## src/core/i2c_irq_pkg.sv

```systemverilog
package i2c_irq_pkg;

  // ----------------------------------------------------------------
  // Widths
  // ----------------------------------------------------------------
  localparam int unsigned ADDR_W = 32;
  localparam int unsigned DATA_W = 32;
  localparam int unsigned REG_W  = 16;

  // ----------------------------------------------------------------
  // Register byte addresses
  // ----------------------------------------------------------------
  localparam logic [ADDR_W-1:0] ADDR_ABORT_CLR    = 32'h5000_1554;
  localparam logic [ADDR_W-1:0] ADDR_RX_DONE_CLR  = 32'h5000_1558;
  localparam logic [ADDR_W-1:0] ADDR_BUSY_CLR     = 32'h5000_155C;
  localparam logic [ADDR_W-1:0] ADDR_STOP_CLR     = 32'h5000_1560;
  localparam logic [ADDR_W-1:0] ADDR_START_CLR    = 32'h5000_1564;
  localparam logic [ADDR_W-1:0] ADDR_BCAST_CLR    = 32'h5000_1568;
  localparam logic [ADDR_W-1:0] ADDR_ON_OFF       = 32'h5000_156C;
  localparam logic [ADDR_W-1:0] ADDR_ABORT_CAUSE  = 32'h5000_1580;
  localparam logic [ADDR_W-1:0] ADDR_RAW_STATUS   = 32'h5000_15C0;
  localparam logic [ADDR_W-1:0] ADDR_IRQ_MASK     = 32'h5000_15C4;

  // ----------------------------------------------------------------
  // Field positions
  // ----------------------------------------------------------------
  localparam int unsigned BIT_ABORT     = 6;
  localparam int unsigned BIT_RX_DONE   = 7;
  localparam int unsigned BIT_ACTIVITY  = 8;
  localparam int unsigned BIT_STOP      = 9;
  localparam int unsigned BIT_START     = 10;
  localparam int unsigned BIT_BCAST     = 11;
  localparam int unsigned BIT_CAUSE_KEEP = 9;
  localparam int unsigned BIT_FIELD     = 0;

  // ----------------------------------------------------------------
  // Reset values
  // ----------------------------------------------------------------
  localparam logic [REG_W-1:0]  RAW_RESET   = 16'h0000;
  localparam logic [REG_W-1:0]  MASK_RESET  = 16'h0000;
  localparam logic [REG_W-1:0]  CAUSE_RESET = 16'h0000;
  localparam logic              ON_RESET    = 1'b0;
  localparam logic [DATA_W-1:0] RDATA_ZERO  = 32'h0000_0000;

  // Enable reaches the core after this many cycles (pipeline depth)
  localparam int unsigned ENABLE_DELAY_CYCLES = 2;

  // ----------------------------------------------------------------
  // Types
  // ----------------------------------------------------------------
  typedef enum logic [2:0] {
    ST_OFF   = 3'b001,
    ST_RUN   = 3'b010,
    ST_DRAIN = 3'b100
  } ctrl_state_t;

  typedef struct packed {
    logic scl;
    logic sda;
  } bus_pins_t;

  typedef struct packed {
    logic abort;
    logic rx_done;
    logic bcast;
  } core_event_t;

  typedef struct packed {
    logic master_active;
    logic slave_active;
    logic byte_busy;
    logic receiving;
  } core_status_t;

  typedef struct packed {
    bus_pins_t          sync1;
    bus_pins_t          sync2;
    bus_pins_t          last;
    logic               bus_busy;
    logic               on_req;
    logic               on_pipe;
    ctrl_state_t        st;
    logic [REG_W-1:0]   raw;
    logic [REG_W-1:0]   mask;
    logic [REG_W-1:0]   cause;
    logic               abort_hold;
    logic               pready;
    logic               pslverr;
    logic [DATA_W-1:0]  prdata;
    logic               irq;
    logic               tx_flush;
    logic               rx_flush;
    logic               core_enable;
    logic               graceful_stop;
    logic               rx_nack;
  } block_state_t;

  function automatic logic [REG_W-1:0] one_hot(input int unsigned pos);
    logic [REG_W-1:0] v;
    v = '0;
    v[pos] = 1'b1;
    return v;
  endfunction : one_hot

endpackage : i2c_irq_pkg

```

## src/core/i2c_irq_ctrl.sv

```systemverilog
`timescale 1ns/1ns

module i2c_irq_ctrl (
  // Clock and reset
  input  wire logic                          clk_i,
  input  wire logic                          rst_b_i,
  // APB slave
  input  wire logic                          psel_i,
  input  wire logic                          penable_i,
  input  wire logic                          pwrite_i,
  input  wire logic [i2c_irq_pkg::ADDR_W-1:0] paddr_i,
  input  wire logic [i2c_irq_pkg::DATA_W-1:0] pwdata_i,
  output logic      [i2c_irq_pkg::DATA_W-1:0] prdata_o,
  output logic                               pready_o,
  output logic                               pslverr_o,
  // Bus pins, asynchronous
  input  wire i2c_irq_pkg::bus_pins_t        pins_i,
  // Controller core, same clock
  input  wire i2c_irq_pkg::core_event_t      core_event_i,
  input  wire i2c_irq_pkg::core_status_t     core_status_i,
  input  wire logic [i2c_irq_pkg::REG_W-1:0] abort_cause_i,
  // Controller core controls
  output logic                               core_enable_o,
  output logic                               tx_flush_o,
  output logic                               rx_flush_o,
  output logic                               graceful_stop_o,
  output logic                               rx_nack_o,
  // Interrupt
  output logic                               irq_o
);
  import i2c_irq_pkg::*;

  block_state_t      s;
  block_state_t      next_s;

  logic              setup;
  logic              done;
  logic              rd_done;
  logic              wr_done;
  logic              start_seen;
  logic              stop_seen;
  logic              active;
  logic              addr_hit;
  logic [REG_W-1:0]  set_v;
  logic [REG_W-1:0]  clr_v;
  logic [REG_W-1:0]  rd_val;

  assign setup   = psel_i & ~penable_i;
  assign done    = psel_i & penable_i & s.pready;
  assign rd_done = done & ~pwrite_i;
  assign wr_done = done & pwrite_i;

  // ----------------------------------------------------------------
  // Address decode and read mux
  // ----------------------------------------------------------------
  always_comb begin
    addr_hit = 1'b1;
    rd_val   = '0;
    unique case (paddr_i)
      ADDR_ABORT_CLR:   rd_val[BIT_FIELD] = s.raw[BIT_ABORT];
      ADDR_RX_DONE_CLR: rd_val[BIT_FIELD] = s.raw[BIT_RX_DONE];
      ADDR_BUSY_CLR:    rd_val[BIT_FIELD] = s.raw[BIT_ACTIVITY];
      ADDR_STOP_CLR:    rd_val[BIT_FIELD] = s.raw[BIT_STOP];
      ADDR_START_CLR:   rd_val[BIT_FIELD] = s.raw[BIT_START];
      ADDR_BCAST_CLR:   rd_val[BIT_FIELD] = s.raw[BIT_BCAST];
      ADDR_ON_OFF:      rd_val[BIT_FIELD] = s.on_req;
      ADDR_ABORT_CAUSE: rd_val = s.cause;
      ADDR_RAW_STATUS:  rd_val = s.raw;
      ADDR_IRQ_MASK:    rd_val = s.mask;
      default: begin
        addr_hit = 1'b0;
      end
    endcase
  end

  // ----------------------------------------------------------------
  // Bus watch: start and stop conditions from synchronised pins
  // ----------------------------------------------------------------
  always_comb begin
    start_seen = s.last.scl & s.sync2.scl & s.last.sda & ~s.sync2.sda;
    stop_seen  = s.last.scl & s.sync2.scl & ~s.last.sda & s.sync2.sda;
    active     = s.bus_busy | core_status_i.master_active
                 | core_status_i.slave_active;
  end

  // ----------------------------------------------------------------
  // Next state
  // ----------------------------------------------------------------
  always_comb begin
    next_s = s;

    // Only sync2 reads sync1
    next_s.sync1 = pins_i;
    next_s.sync2 = s.sync1;
    next_s.last  = s.sync2;

    if (start_seen) begin
      next_s.bus_busy = 1'b1;
    end else if (stop_seen) begin
      next_s.bus_busy = 1'b0;
    end

    // Enable register write, then one pipe stage, then the state flop
    if (wr_done && paddr_i == ADDR_ON_OFF) begin
      next_s.on_req = pwdata_i[BIT_FIELD];
    end
    next_s.on_pipe = s.on_req;

    unique case (s.st)
      ST_OFF: begin
        if (s.on_pipe) begin
          next_s.st = ST_RUN;
        end
      end
      ST_RUN: begin
        if (!s.on_pipe) begin
          next_s.st = active ? ST_DRAIN : ST_OFF;
        end
      end
      ST_DRAIN: begin
        if (s.on_pipe) begin
          next_s.st = ST_RUN;
        end else if (!active) begin
          next_s.st = ST_OFF;
        end
      end
    endcase

    // Events from core and pins
    set_v = '0;
    if (core_event_i.abort) begin
      set_v = set_v | one_hot(BIT_ABORT);
    end
    if (core_event_i.rx_done) begin
      set_v = set_v | one_hot(BIT_RX_DONE);
    end
    if (core_event_i.bcast) begin
      set_v = set_v | one_hot(BIT_BCAST);
    end
    if (start_seen) begin
      set_v = set_v | one_hot(BIT_START);
    end
    if (stop_seen) begin
      set_v = set_v | one_hot(BIT_STOP);
    end
    if (active) begin
      set_v = set_v | one_hot(BIT_ACTIVITY);
    end

    // Clears: read-to-clear, write-one-to-clear and hardware
    clr_v = '0;
    if (rd_done) begin
      unique case (paddr_i)
        ADDR_ABORT_CLR:   clr_v = one_hot(BIT_ABORT);
        ADDR_RX_DONE_CLR: clr_v = one_hot(BIT_RX_DONE);
        ADDR_BUSY_CLR: begin
          if (!active) begin
            clr_v = one_hot(BIT_ACTIVITY);
          end
        end
        ADDR_STOP_CLR:    clr_v = one_hot(BIT_STOP);
        ADDR_START_CLR:   clr_v = one_hot(BIT_START);
        ADDR_BCAST_CLR:   clr_v = one_hot(BIT_BCAST);
        default: begin
          clr_v = '0;
        end
      endcase
    end
    if (wr_done && paddr_i == ADDR_RAW_STATUS) begin
      clr_v = clr_v | pwdata_i[REG_W-1:0];
    end
    if (s.st == ST_OFF && !active) begin
      clr_v = clr_v | one_hot(BIT_ACTIVITY);
    end

    // Set wins over clear; the activity bit also clears by hardware while off and idle
    next_s.raw = (s.raw & ~clr_v) | set_v;

    if (wr_done && paddr_i == ADDR_IRQ_MASK) begin
      next_s.mask = pwdata_i[REG_W-1:0];
    end

    // Abort cause and transmit hold-off
    if (rd_done && paddr_i == ADDR_ABORT_CLR) begin
      next_s.cause = CAUSE_RESET;
      // Cause bit 9 survives while its source still reports it
      next_s.cause[BIT_CAUSE_KEEP] = abort_cause_i[BIT_CAUSE_KEEP];
      next_s.abort_hold = 1'b0;
    end
    if (core_event_i.abort) begin
      next_s.cause      = next_s.cause | abort_cause_i;
      next_s.abort_hold = 1'b1;
    end

    // Core controls; on disable the byte in flight finishes before flushing
    next_s.core_enable   = (next_s.st == ST_RUN);
    next_s.graceful_stop = (next_s.st == ST_DRAIN);
    next_s.rx_nack       = (next_s.st == ST_DRAIN)
                           & core_status_i.receiving;
    next_s.rx_flush      = (next_s.st != ST_RUN)
                           & ~core_status_i.byte_busy;
    next_s.tx_flush      = next_s.abort_hold | next_s.rx_flush;

    next_s.irq = |(next_s.raw & next_s.mask);

    // APB answer: zero wait states, prepared in the setup cycle
    next_s.pready  = setup;
    next_s.pslverr = setup & ~addr_hit;
    next_s.prdata  = RDATA_ZERO;
    if (setup && !pwrite_i) begin
      next_s.prdata = {{(DATA_W-REG_W){1'b0}}, rd_val};
    end
  end

  // ----------------------------------------------------------------
  // State register
  // ----------------------------------------------------------------
  always_ff @(posedge clk_i or negedge rst_b_i) begin
    if (!rst_b_i) begin
      s               <= '0;
      s.on_req        <= ON_RESET;
      s.on_pipe       <= ON_RESET;
      s.st            <= ST_OFF;
      s.raw           <= RAW_RESET;
      s.mask          <= MASK_RESET;
      s.cause         <= CAUSE_RESET;
      s.prdata        <= RDATA_ZERO;
      s.sync1         <= '1;
      s.sync2         <= '1;
      s.last          <= '1;
      s.tx_flush      <= 1'b1;
      s.rx_flush      <= 1'b1;
    end else begin
      s <= next_s;
    end
  end

  // ----------------------------------------------------------------
  // Outputs
  // ----------------------------------------------------------------
  assign prdata_o        = s.prdata;
  assign pready_o        = s.pready;
  assign pslverr_o       = s.pslverr;
  assign core_enable_o   = s.core_enable;
  assign tx_flush_o      = s.tx_flush;
  assign rx_flush_o      = s.rx_flush;
  assign graceful_stop_o = s.graceful_stop;
  assign rx_nack_o       = s.rx_nack;
  assign irq_o           = s.irq;

endmodule : i2c_irq_ctrl

```

## config.mk

```make
export PLATFORM = sky130hd
export DESIGN_NAME = i2c_irq_ctrl
export DESIGN_NICKNAME = d
export VERILOG_FILES = /design/src/core/i2c_irq_pkg.sv /design/src/core/i2c_irq_ctrl.sv
export SDC_FILE = /design/constraint.sdc
export NUM_CORES = 1
export LEC_CHECK = 0
export BUFFER_PORTS_ARGS = -buffer_cell sky130_fd_sc_hd__buf_2
export CAP_MARGIN = 20
export CORE_AREA = 2 2 109 111
export DETAILED_ROUTE_END_ITERATION = 10
export DIE_AREA = 0 0 111 113
export HOLD_SLACK_MARGIN = 0.02
export PLACE_DENSITY = 0.65
export SLEW_MARGIN = 20
export SYNTH_ARGS = -nofsm -noshare
export SYNTH_HDL_FRONTEND = slang
export SYNTH_SLANG_ARGS = --single-unit
export TNS_END_PERCENT = 20
```

## constraint.sdc

```tcl
create_clock -name clk_i -period 2.4 [get_ports clk_i]
set_input_delay 0.48 -clock clk_i [delete_from_list [all_inputs] [get_ports clk_i]]
set_output_delay 0.48 -clock clk_i [all_outputs]
set_load 0.05 [all_outputs]
```

== Word-level counts from Yosys, hierarchy flattened ==
Index checks and enable logic that the tools add are counted.

* Add/subtract/negate cells: 0
* $mul: 0
* Div/mod/pow operators: 0
* Order comparisons: 0
* Eq/ne operators: 16
* Shift operators: 0
* Multiplexer cells: 26
* Bitwise logic cells: 28
* Reductions and logical operators: 11

{| class="wikitable"
|+ Operators by type and width
! cell !! number
|-
| == test 32 x 31 -> 1 bit, second input constant || 10
|-
| one-hot mux 12 bit (6 select lines) || 1
|-
| two-way mux 16 bit || 3
|-
| one-hot mux 15 bit (3 select lines) || 1
|-
| two-way mux 17 bit || 2
|-
| bitwise AND 16 bit || 2
|-
| bitwise OR 16 bit || 2
|-
| two-way mux 9 bit || 3
|-
| two-way mux 12 bit || 2
|-
| inverter 16 bit || 1
|-
| bitwise OR 16 x 12 -> 16 bit || 1
|-
| OR reduction 16 bit || 1
|-
| two-way mux 3 bit || 5
|-
| bitwise AND 1 bit || 13
|-
| two-way mux 11 bit || 1
|-
| two-way mux 10 bit || 1
|-
| one-hot mux 1 bit (10 select lines) || 1
|-
| OR reduction 10 bit || 1
|-
| one-hot mux 3 bit (3 select lines) || 1
|-
| two-way mux 8 bit || 1
|-
| two-way mux 7 bit || 1
|-
| == test 3 x 2 -> 1 bit, second input constant || 2
|-
| == test 3 bit, second input constant || 2
|-
| logical AND 1 bit || 6
|-
| other kinds (7) || 17
|}

* Register bits: 101
* Latch bits: 0
* Bits in writable memories: 0
* Bits in read-only memories: 0
* Bits of input ports: 94
* Logic and storage cells: 104
* Memories kept: 0

== Longest topological paths before layout ==
Gate-level depths: netlist (run 1).

* Depth after elaboration: 13
* Depth in mapped cells: 10
* Depth with buffers taken out: 7

== Least setup slack after synthesis (run 1) ==
No wires, ideal clock.

* Path kind: input to register
* Start: input port paddr_i[3] in the netlist's numbering
* End: register s (netlist bit irq_o)
* Library setup time: 0.139 ns
* Arrival time: 2.699 ns
* Data required time: 2.261 ns
* Path slack: -0.437 ns
* Stages: 10
* Buffers on the path: 3
* Cells stage by stage: buf_4 nor4b_4 nand3_1 or4_4 buf_6 buf_8 mux2_4 o21ai_0 nand3_1 or4_1

{| class="wikitable"
|+ RTL lines
! what !! RTL line !! text
|-
| from (decl) || i2c_irq_ctrl.sv:11 || <nowiki>input wire logic [i2c_irq_pkg::ADDR_W-1:0] paddr_i,</nowiki>
|-
| to (signal assigned) || i2c_irq_ctrl.sv:234 || <nowiki>s <= next_s;</nowiki>
|-
| to (decl) || i2c_irq_ctrl.sv:33 || <nowiki>block_state_t s;</nowiki>
|}

==> metrics, run 1 <==
clk buf depth=2; Tot Pwr=3.02 mW; Comb pwr share=8.8%; Seq pwr share=48.2%; clk root buf=clkbuf_16; wire per inst=17.6 um; top cell type's share of synthesized area=48.6%; internal cell power=2.28 mW; Yosys reg bits=85; Initial Util=34.7%; Antenna Cells=0; vias per cell=5.15; IO buf count=101; most frequent cells in the layout=buf_2, dfrtp_1, buf_4, nor2_1, a22o_1; EDFF count, synth=0; synth top area cells=dfrtp_1, buf_4, dfstp_2; placed cell areas=4630 um^2; top_reg_cell synth=dfrtp_1; die width=111 um; Layout Skew=5.44 ps; Fmax=384 MHz; CP endpoint kind=flop; Final Max Slew Viols=0; largest net degree at the start of global routing=52; slowest stage delay, CP=640 ps; core area=11,300 um^2; Total GRT Usage=16.8%; Synth cell types=55; DP HPWL=7350 um; critical path peak fanout=8; CTS Buf Count=9; leakage=2.45 nW; H-Tree Depth=3; peak supply drop=0.477 mV; routed wire length=10,400 um; CP Launch Type=primary input; Placer Congestion=0.878; unrepaired setup endpoints after global routing=true; period utilization=109%; hold_buf cts=0; Syn. warnings=0; antenna violations before repair=0; DR iter-0 viols=176; first-pass GRT wire length=16,300 um; Syn Area/Cell=12.2 um^2; vias in the first global route=3,205; post-route setup slack=-205 ps; measured slew at the worst slew-check pin=683 ps; mapped cell area=3910 um^2; GR Overflow Total=0; share of layout cells above drive strength 1=47.7%; failing checks=negative setup slack; CP Data Arrival Time=2820 ps; crit-path cells=buf_6 > nor4b_4 > nand3_2 > or4_4 > mux2_2 > a22oi_1 > nand3_1 > or4_1; Die Y=113 um; Critical-path top delay cell=or4_4; io pins=134; # DRC=0; area of the die=12,500 um^2; Setup crit start=paddr_i[0]; Clock transition at path regs=60 ps; critical path type=in2reg; Crit Reg-Reg Startpoint=pready_o$_DFF_PN0_; minimum clock period=2610 ps; area delta synth->final=29.4%; FFs w/ async S/R, synth=100%; switching power=0.743 mW; Max Cap Violations=0; pwr dens=597 nW/um^2; Final Core Density=44.9%; Total Neg Setup Slack=-205 ps; Switching Fraction=24.6%; slew margin rel.=54.5%; sequential element share of the synthesized area=54.7%; clock power share=43.1%; outcome=finished with violations; Final Hold Fails=0; design area=5060 um^2; worst min path class=in2async; row count=39; DRT antenna net count=0; Synth area leader=dfrtp_1; Worst EP required=2620 ps; detailed-route via count=3,046; reg2reg path depth=7; layout net count=538; clock sinks=85; CTS tree=done; most common cell after layout, fill and taps aside=buf_2; gate count of the mapped netlist=320; Skew-Pair Late Insertion Delay=340 ps; endpoints failing setup=1; first-pass iteration count of the detailed router=5; dpl ws=-577 ps
state kept, by name (all words and copies together), names as in the netlist:
name / cells
prdata_o: 16
irq_o: 1
pslverr_o: 1
rx_nack_o: 1
core_enable_o: 1
s: 56
tx_flush_o: 1
graceful_stop_o: 1
next_s: 5
rx_flush_o: 1
pready_o: 1
synth_stat cells (9+ instances only):
cell type	count
clkbuf_1	9
nor2_1	22
nand2_1	11
a22o_1	17
buf_4	34
a21boi_0	10
a222oi_1	15
dfstp_2	9
mux2_2	17
dfrtp_1	76
nand3_1	9
critical path, delay by kind of cell:
kind,cells,cell delay (ps)
buf+inv,1,100
compound gates,1,190
simple gates,5,1720
mux,1,330
power by group through the flow:
| stage | Combinational, mW | Sequential, mW | Clock [mW] |
|---|---|---|---|
| floorplan | 0.117 | 1.49 | 0 |
| detailed placement | 0.253 | 1.48 | 0 |
| CTS | 0.261 | 1.45 | 1.34 |
| finish | 0.265 | 1.45 | 1.30 |
| global route | 0.286 | 1.45 | 1.40 |
| global placement | 0.250 | 1.48 | 0 |
cell families after synthesis:
group,share of synthesized area [%]
DFF,54.7
and+or+nand+nor,14.5
buffers and inverters,8.92
muxes,5.85
AOI/OAI and AO/OA,15.7
xor gates and xnor gates,0.224
other,0.0959
final cells by class:
| cell class | instances | area (um^2) |
|---|---|---|
| Timing Repair Buffer | 143 | 858 |
| Clock inverter | 5 | 35.0 |
| Inverter | 8 | 30.0 |
| Multi-Input combinational cell | 197 | 1580 |
| Clock buffer | 11 | 243 |
| Tap cell | 143 | 179 |
| Fill cell | 1070 | 6210 |
| Sequential cell | 85 | 2140 |
path summary, 6_finish.rpt:
check	endpoint	slack (ps)
setup / recovery	irq_o$_DFF_PN0_	-210
hold / removal	prdata_o[11]$_DFF_PN0_	90
setup reg to reg	irq_o$_DFF_PN0_	-180
hold reg to reg	next_s[96]$_DFF_PN1_	350
max in group asynchronous	prdata_o[14]$_DFF_PN0_	1690
min in group clk_i	next_s[97]$_DFF_PN1_	230
layer usage:
layer | up-vias | track usage [%] | part of all wire, %
li1 | 1401 | - | -
met1 | 1528 | 20.4 | 42
met2 | 107 | 28.9 | 50
met3 | 10 | 5.52 | 6.0
met4 | 0 | 4.33 | 1.1
met5 | - | 0 | 0
through the flow:
stage                     instances  hold slack [ps]
final                           592             85.5
after floorplan                 335              184
after detailed placement        570              347
after CTS                       589             98.4
after global placement          570              346
after global routing            592              111
repair_timing:
item | CTS | global route
gates cloned | 1 | 1
setup buffers | 2 | 2
resized for setup | 11 | 12
setup endpoints to repair | 1 | 4
pin swaps | 10 | 6
(Power assumes the default switching activity.)
==> run 2: changes to the inputs <==
Settings changed: CTS_CLUSTER_SIZE from default to 12, SKIP_CTS_REPAIR_TIMING from default to 1.
==> metrics, run 2 (synthesis results as in run 1) <==
CP Launch Type=primary input; outcome=finished with violations; clk buf depth=2; Worst EP required=2620 ps; minimum clock period=2630 ps; DR iter-0 viols=164; first-pass iteration count of the detailed router=6; dpl ws=-577 ps; Critical-path top delay cell=or4_4; vias per cell=5.12; # DRC=0; Total GRT Usage=16.3%; CP top delay family=simple AND/OR/NAND/NOR gates; DRT antenna net count=0; Max Cap Violations=0; first-pass GRT wire length=16,000 um; detailed-route via count=3,033; io pins=134; CP Data Arrival Time=2850 ps; CP endpoint kind=flop; unrepaired setup endpoints after global routing=true; most frequent cells in the layout=buf_2, dfrtp_1, buf_4, nor2_1, a22o_1; CTS tree=done; core area=11,300 um^2; peak supply drop=0.477 mV; area of the die=12,500 um^2; leakage=2.46 nW; vias in the first global route=3,192; Tot Pwr=3.02 mW; area delta synth->final=29.9%; row count=39; Bufs and invs on worst path=1; layout net count=538; endpoints failing setup=1; period utilization=110%; most common cell after layout, fill and taps aside=buf_2; Die Y=113 um; worst min path class=in2async; clock sinks=85; post-route setup slack=-234 ps; critical path type=in2reg; DP HPWL=7350 um; H-Tree Depth=3; failing checks=negative setup slack; crit-path cells=buf_8 > nor4b_4 > nand3_2 > or4_4 > mux2_4 > a22oi_2 > nand3_1 > or4_1; Placer Congestion=0.878; Final Max Slew Viols=0; CTS Buf Count=9; routed wire length=10,400 um; antenna violations before repair=0; Skew-Pair Late Insertion Delay=340 ps; slew margin rel.=54.9%; slowest stage delay, CP=660 ps; largest net degree at the start of global routing=52; Layout Skew=6.09 ps; IO buf count=101; wire per inst=17.6 um; Top reg by flops=s; GR Overflow Total=0; critical path peak fanout=8; measured slew at the worst slew-check pin=676 ps; die width=111 um; Clock transition at path regs=60 ps; Largest register FFs=56; share of layout cells above drive strength 1=48.1%; placed cell count=570; Fmax=380 MHz; Antenna Cells=0; pwr dens=595 nW/um^2; Final Hold Fails=0; clk root buf=clkbuf_16; Post-Layout Cell Count=592; Initial Util=34.7%
[run 2: layout make-up]
class | instances | area, um^2
clock inverters | 5 | 35.0
inverters | 8 | 30.0
repair buffers | 143 | 860
well taps | 143 | 179
fillers | 1063 | 6190
multi-input cells | 197 | 1600
flip-flops and latches | 85 | 2140
clock buffers | 11 | 243
[run 2: final timing paths]
kind | startpoint | end | slack [ps] | cells past startpoint
max in group asynchronous | rst_b_i | prdata_o[14]$_DFF_PN0_ | 1690 | 2
min reg2reg | next_s[98]$_DFF_PN1_ | next_s[96]$_DFF_PN1_ | 350 | 0
min | rst_b_i | prdata_o[11]$_DFF_PN0_ | 80 | 1
max reg2reg | pready_o$_DFF_PN0_ | irq_o$_DFF_PN0_ | -230 | 7
max | paddr_i[3] | irq_o$_DFF_PN0_ | -230 | 8
min in group clk_i | pins_i[0] | next_s[97]$_DFF_PN1_ | 230 | 1
[run 2: through the flow]
| step | cell area (um^2) | TNS, ps | hold WS (ps) | util (%) |
|---|---|---|---|---|
| floorplan | 3970 | -437 | 184 | - |
| global placement | 4630 | -3500 | 346 | 41.1 |
| detailed placement | 4630 | -4100 | 347 | 41.1 |
| CTS | 4910 | -209 | 98.4 | 43.5 |
| global route | 5080 | -294 | 111 | 45.1 |
| finish | 5080 | -234 | 84.1 | 45.1 |
[run 2: metal layers]
| layer | track usage (%) | part of all wire [%] | vias up |
|---|---|---|---|
| met5 | 0 | 0 | - |
| met4 | 4.33 | 0.91 | 0 |
| met3 | 5.52 | 5.9 | 9 |
| met2 | 28.2 | 50 | 102 |
| met1 | 19.7 | 43 | 1523 |
| li1 | - | - | 1399 |
[run 2: report_power, final]
part / switching [mW] / internal, mW
clock network: 0.571 / 0.731
registers: 0.00578 / 1.45
logic: 0.168 / 0.0962
==> run 3: changes to the inputs <==
--- a/config.mk
+++ b/config.mk
@@ -8,3 +8,2 @@
 export BUFFER_PORTS_ARGS = -buffer_cell sky130_fd_sc_hd__buf_2
-export CAP_MARGIN = 20
 export CORE_AREA = 2 2 109 111
@@ -14,3 +13,2 @@
 export HOLD_SLACK_MARGIN = 0.02
-export PLACE_DENSITY = 0.65
 export SKIP_CTS_REPAIR_TIMING = 1
==> constraint.sdc (replaced) <==
create_clock -name clk_i -period 2.4 [get_ports clk_i]
set_input_delay 0.24 -clock clk_i [delete_from_list [all_inputs] [get_ports clk_i]]
set_output_delay 0.24 -clock clk_i [all_outputs]
set_load 0.05 [all_outputs]
==> metrics, run 3 (synthesis results as in run 1) <==
first-pass GRT wire length=16,400 um; CTS tree=done; most common cell after layout, fill and taps aside=buf_2; Placer Congestion=0.867; area delta synth->final=29.2%; internal cell power=2.34 mW; H-Tree Depth=3; post-route setup slack=-96.7 ps; Seq pwr share=47.8%; io pins=134; Skew-Pair Late Insertion Delay=330 ps; endpoints failing setup=1; placed cell areas=4630 um^2; clock power share=43.7%; Fmax=401 MHz; # DRC=0; IO buf count=101; Final Max Slew Viols=0; routed wire length=10,300 um; layout net count=540; clk buf depth=2; wire per inst=17.4 um; switching power=0.705 mW; Antenna Cells=0; vias per cell=5.17; Switching Fraction=23.2%; largest net degree at the start of global routing=51; design area=5050 um^2; die width=111 um; minimum clock period=2500 ps; Comb pwr share=8.4%; DP HPWL=7470 um; Final Core Density=44.8%; period utilization=104%; slew margin rel.=55.9%; leakage=2.44 nW; Layout Skew=5.92 ps; pwr dens=602 nW/um^2; Max Cap Violations=0; Total GRT Usage=16.7%; CTS Buf Count=9; share of layout cells above drive strength 1=47.3%; Top reg by flops=s; dpl ws=-352 ps; first-pass iteration count of the detailed router=5; Worst EP required=2600 ps; Largest register FFs=56; Initial Util=34.7%; outcome=finished with violations; measured slew at the worst slew-check pin=662 ps; vias in the first global route=3,259; critical path peak fanout=7; Total Neg Setup Slack=-96.7 ps; row count=39; Tot Pwr=3.04 mW; clock sinks=85; clk root buf=clkbuf_16; CP endpoint kind=flop; Die Y=113 um; Clock transition at path regs=60 ps; CP Launch Type=flop; area of the die=12,500 um^2; most frequent cells in the layout=buf_2, dfrtp_1, buf_4, nor2_1; peak supply drop=0.375 mV; antenna violations before repair=0; DRT antenna net count=0; core area=11,300 um^2; detailed-route via count=3,068; worst min path class=in2reg; DR iter-0 viols=194; Final Hold Fails=0; failing checks=negative setup slack; # fillers=1,053; CP Data Arrival Time=2700 ps; GR Overflow Total=0; critical path type=reg2reg; unrepaired setup endpoints after global routing=true
## run 3: cell count changes in the layout (fill, tap and decap cells not counted), moves of 2 or more
cell,delta
buf_2,+2
buf_6,-2
dlygate4sd3_1,+3
mux2_2,+3
mux2_4,-3
nor4_4,-2
## run 3: path summary, 6_finish.rpt
path | from | to | slack, ps | depth (start not counted)
worst max-delay path | pready_o$_DFF_PN0_ | irq_o$_DFF_PN0_ | -100 | 7
worst min register to register | next_s[98]$_DFF_PN1_ | next_s[96]$_DFF_PN1_ | 360 | 0
worst min-delay path | core_status_i[1] | rx_flush_o$_DFF_PN1_ | 30 | 2
worst max register to register | pready_o$_DFF_PN0_ | irq_o$_DFF_PN0_ | -100 | 7
min in group asynchronous | rst_b_i | s[48]$_DFF_PN0_ | 480 | 2
max in group asynchronous | rst_b_i | prdata_o[13]$_DFF_PN0_ | 1310 | 3
## run 3: through the flow
step | instances | hold slack [ps]
detailed placement | 569 | 317
CTS | 584 | -43.6
global route | 593 | 25.4
global placement | 569 | 312
finish | 593 | 28.6
floorplan | 335 | -55.6
## run 3: per-layer routing
layer | vias to the layer above | GRT usage, % | wire, um
met3 | 24 | 3.80 | 498
met1 | 1528 | 20.7 | 4250
met5 | - | 0 | 0
met2 | 115 | 27.9 | 5260
li1 | 1401 | - | -
met4 | 0 | 8.08 | 294
## run 3: power groups by stage
stage	combinational (mW)	clock, mW	sequential, mW
4_1_cts	0.252	1.37	1.46
3_5_place_dp	0.252	0	1.48
6_report	0.256	1.33	1.46
3_3_place_gp	0.248	0	1.48
5_1_grt	0.279	1.43	1.46
2_1_floorplan	0.118	0	1.49
## run 3: final cells by class
type / count / area, um^2 / share of cell area (%)
inverter: 8 / 30.0 / 0.594
clock inverter: 4 / 50.0 / 0.990
sequential: 85 / 2140 / 42.3
timing repair buffer: 145 / 862 / 17.1
multi-input combinational: 197 / 1560 / 30.9
tap: 143 / 179 / 3.54
clock buffer: 11 / 233 / 4.61
## run 3: critical path: stages, from the launching register on
cell	delay, ps
dfrtp_2	380
and4_4	230
nand3_2	90
or4_4	510
mux2_2	310
a22oi_1	190
nand3_1	110
or4_1	530
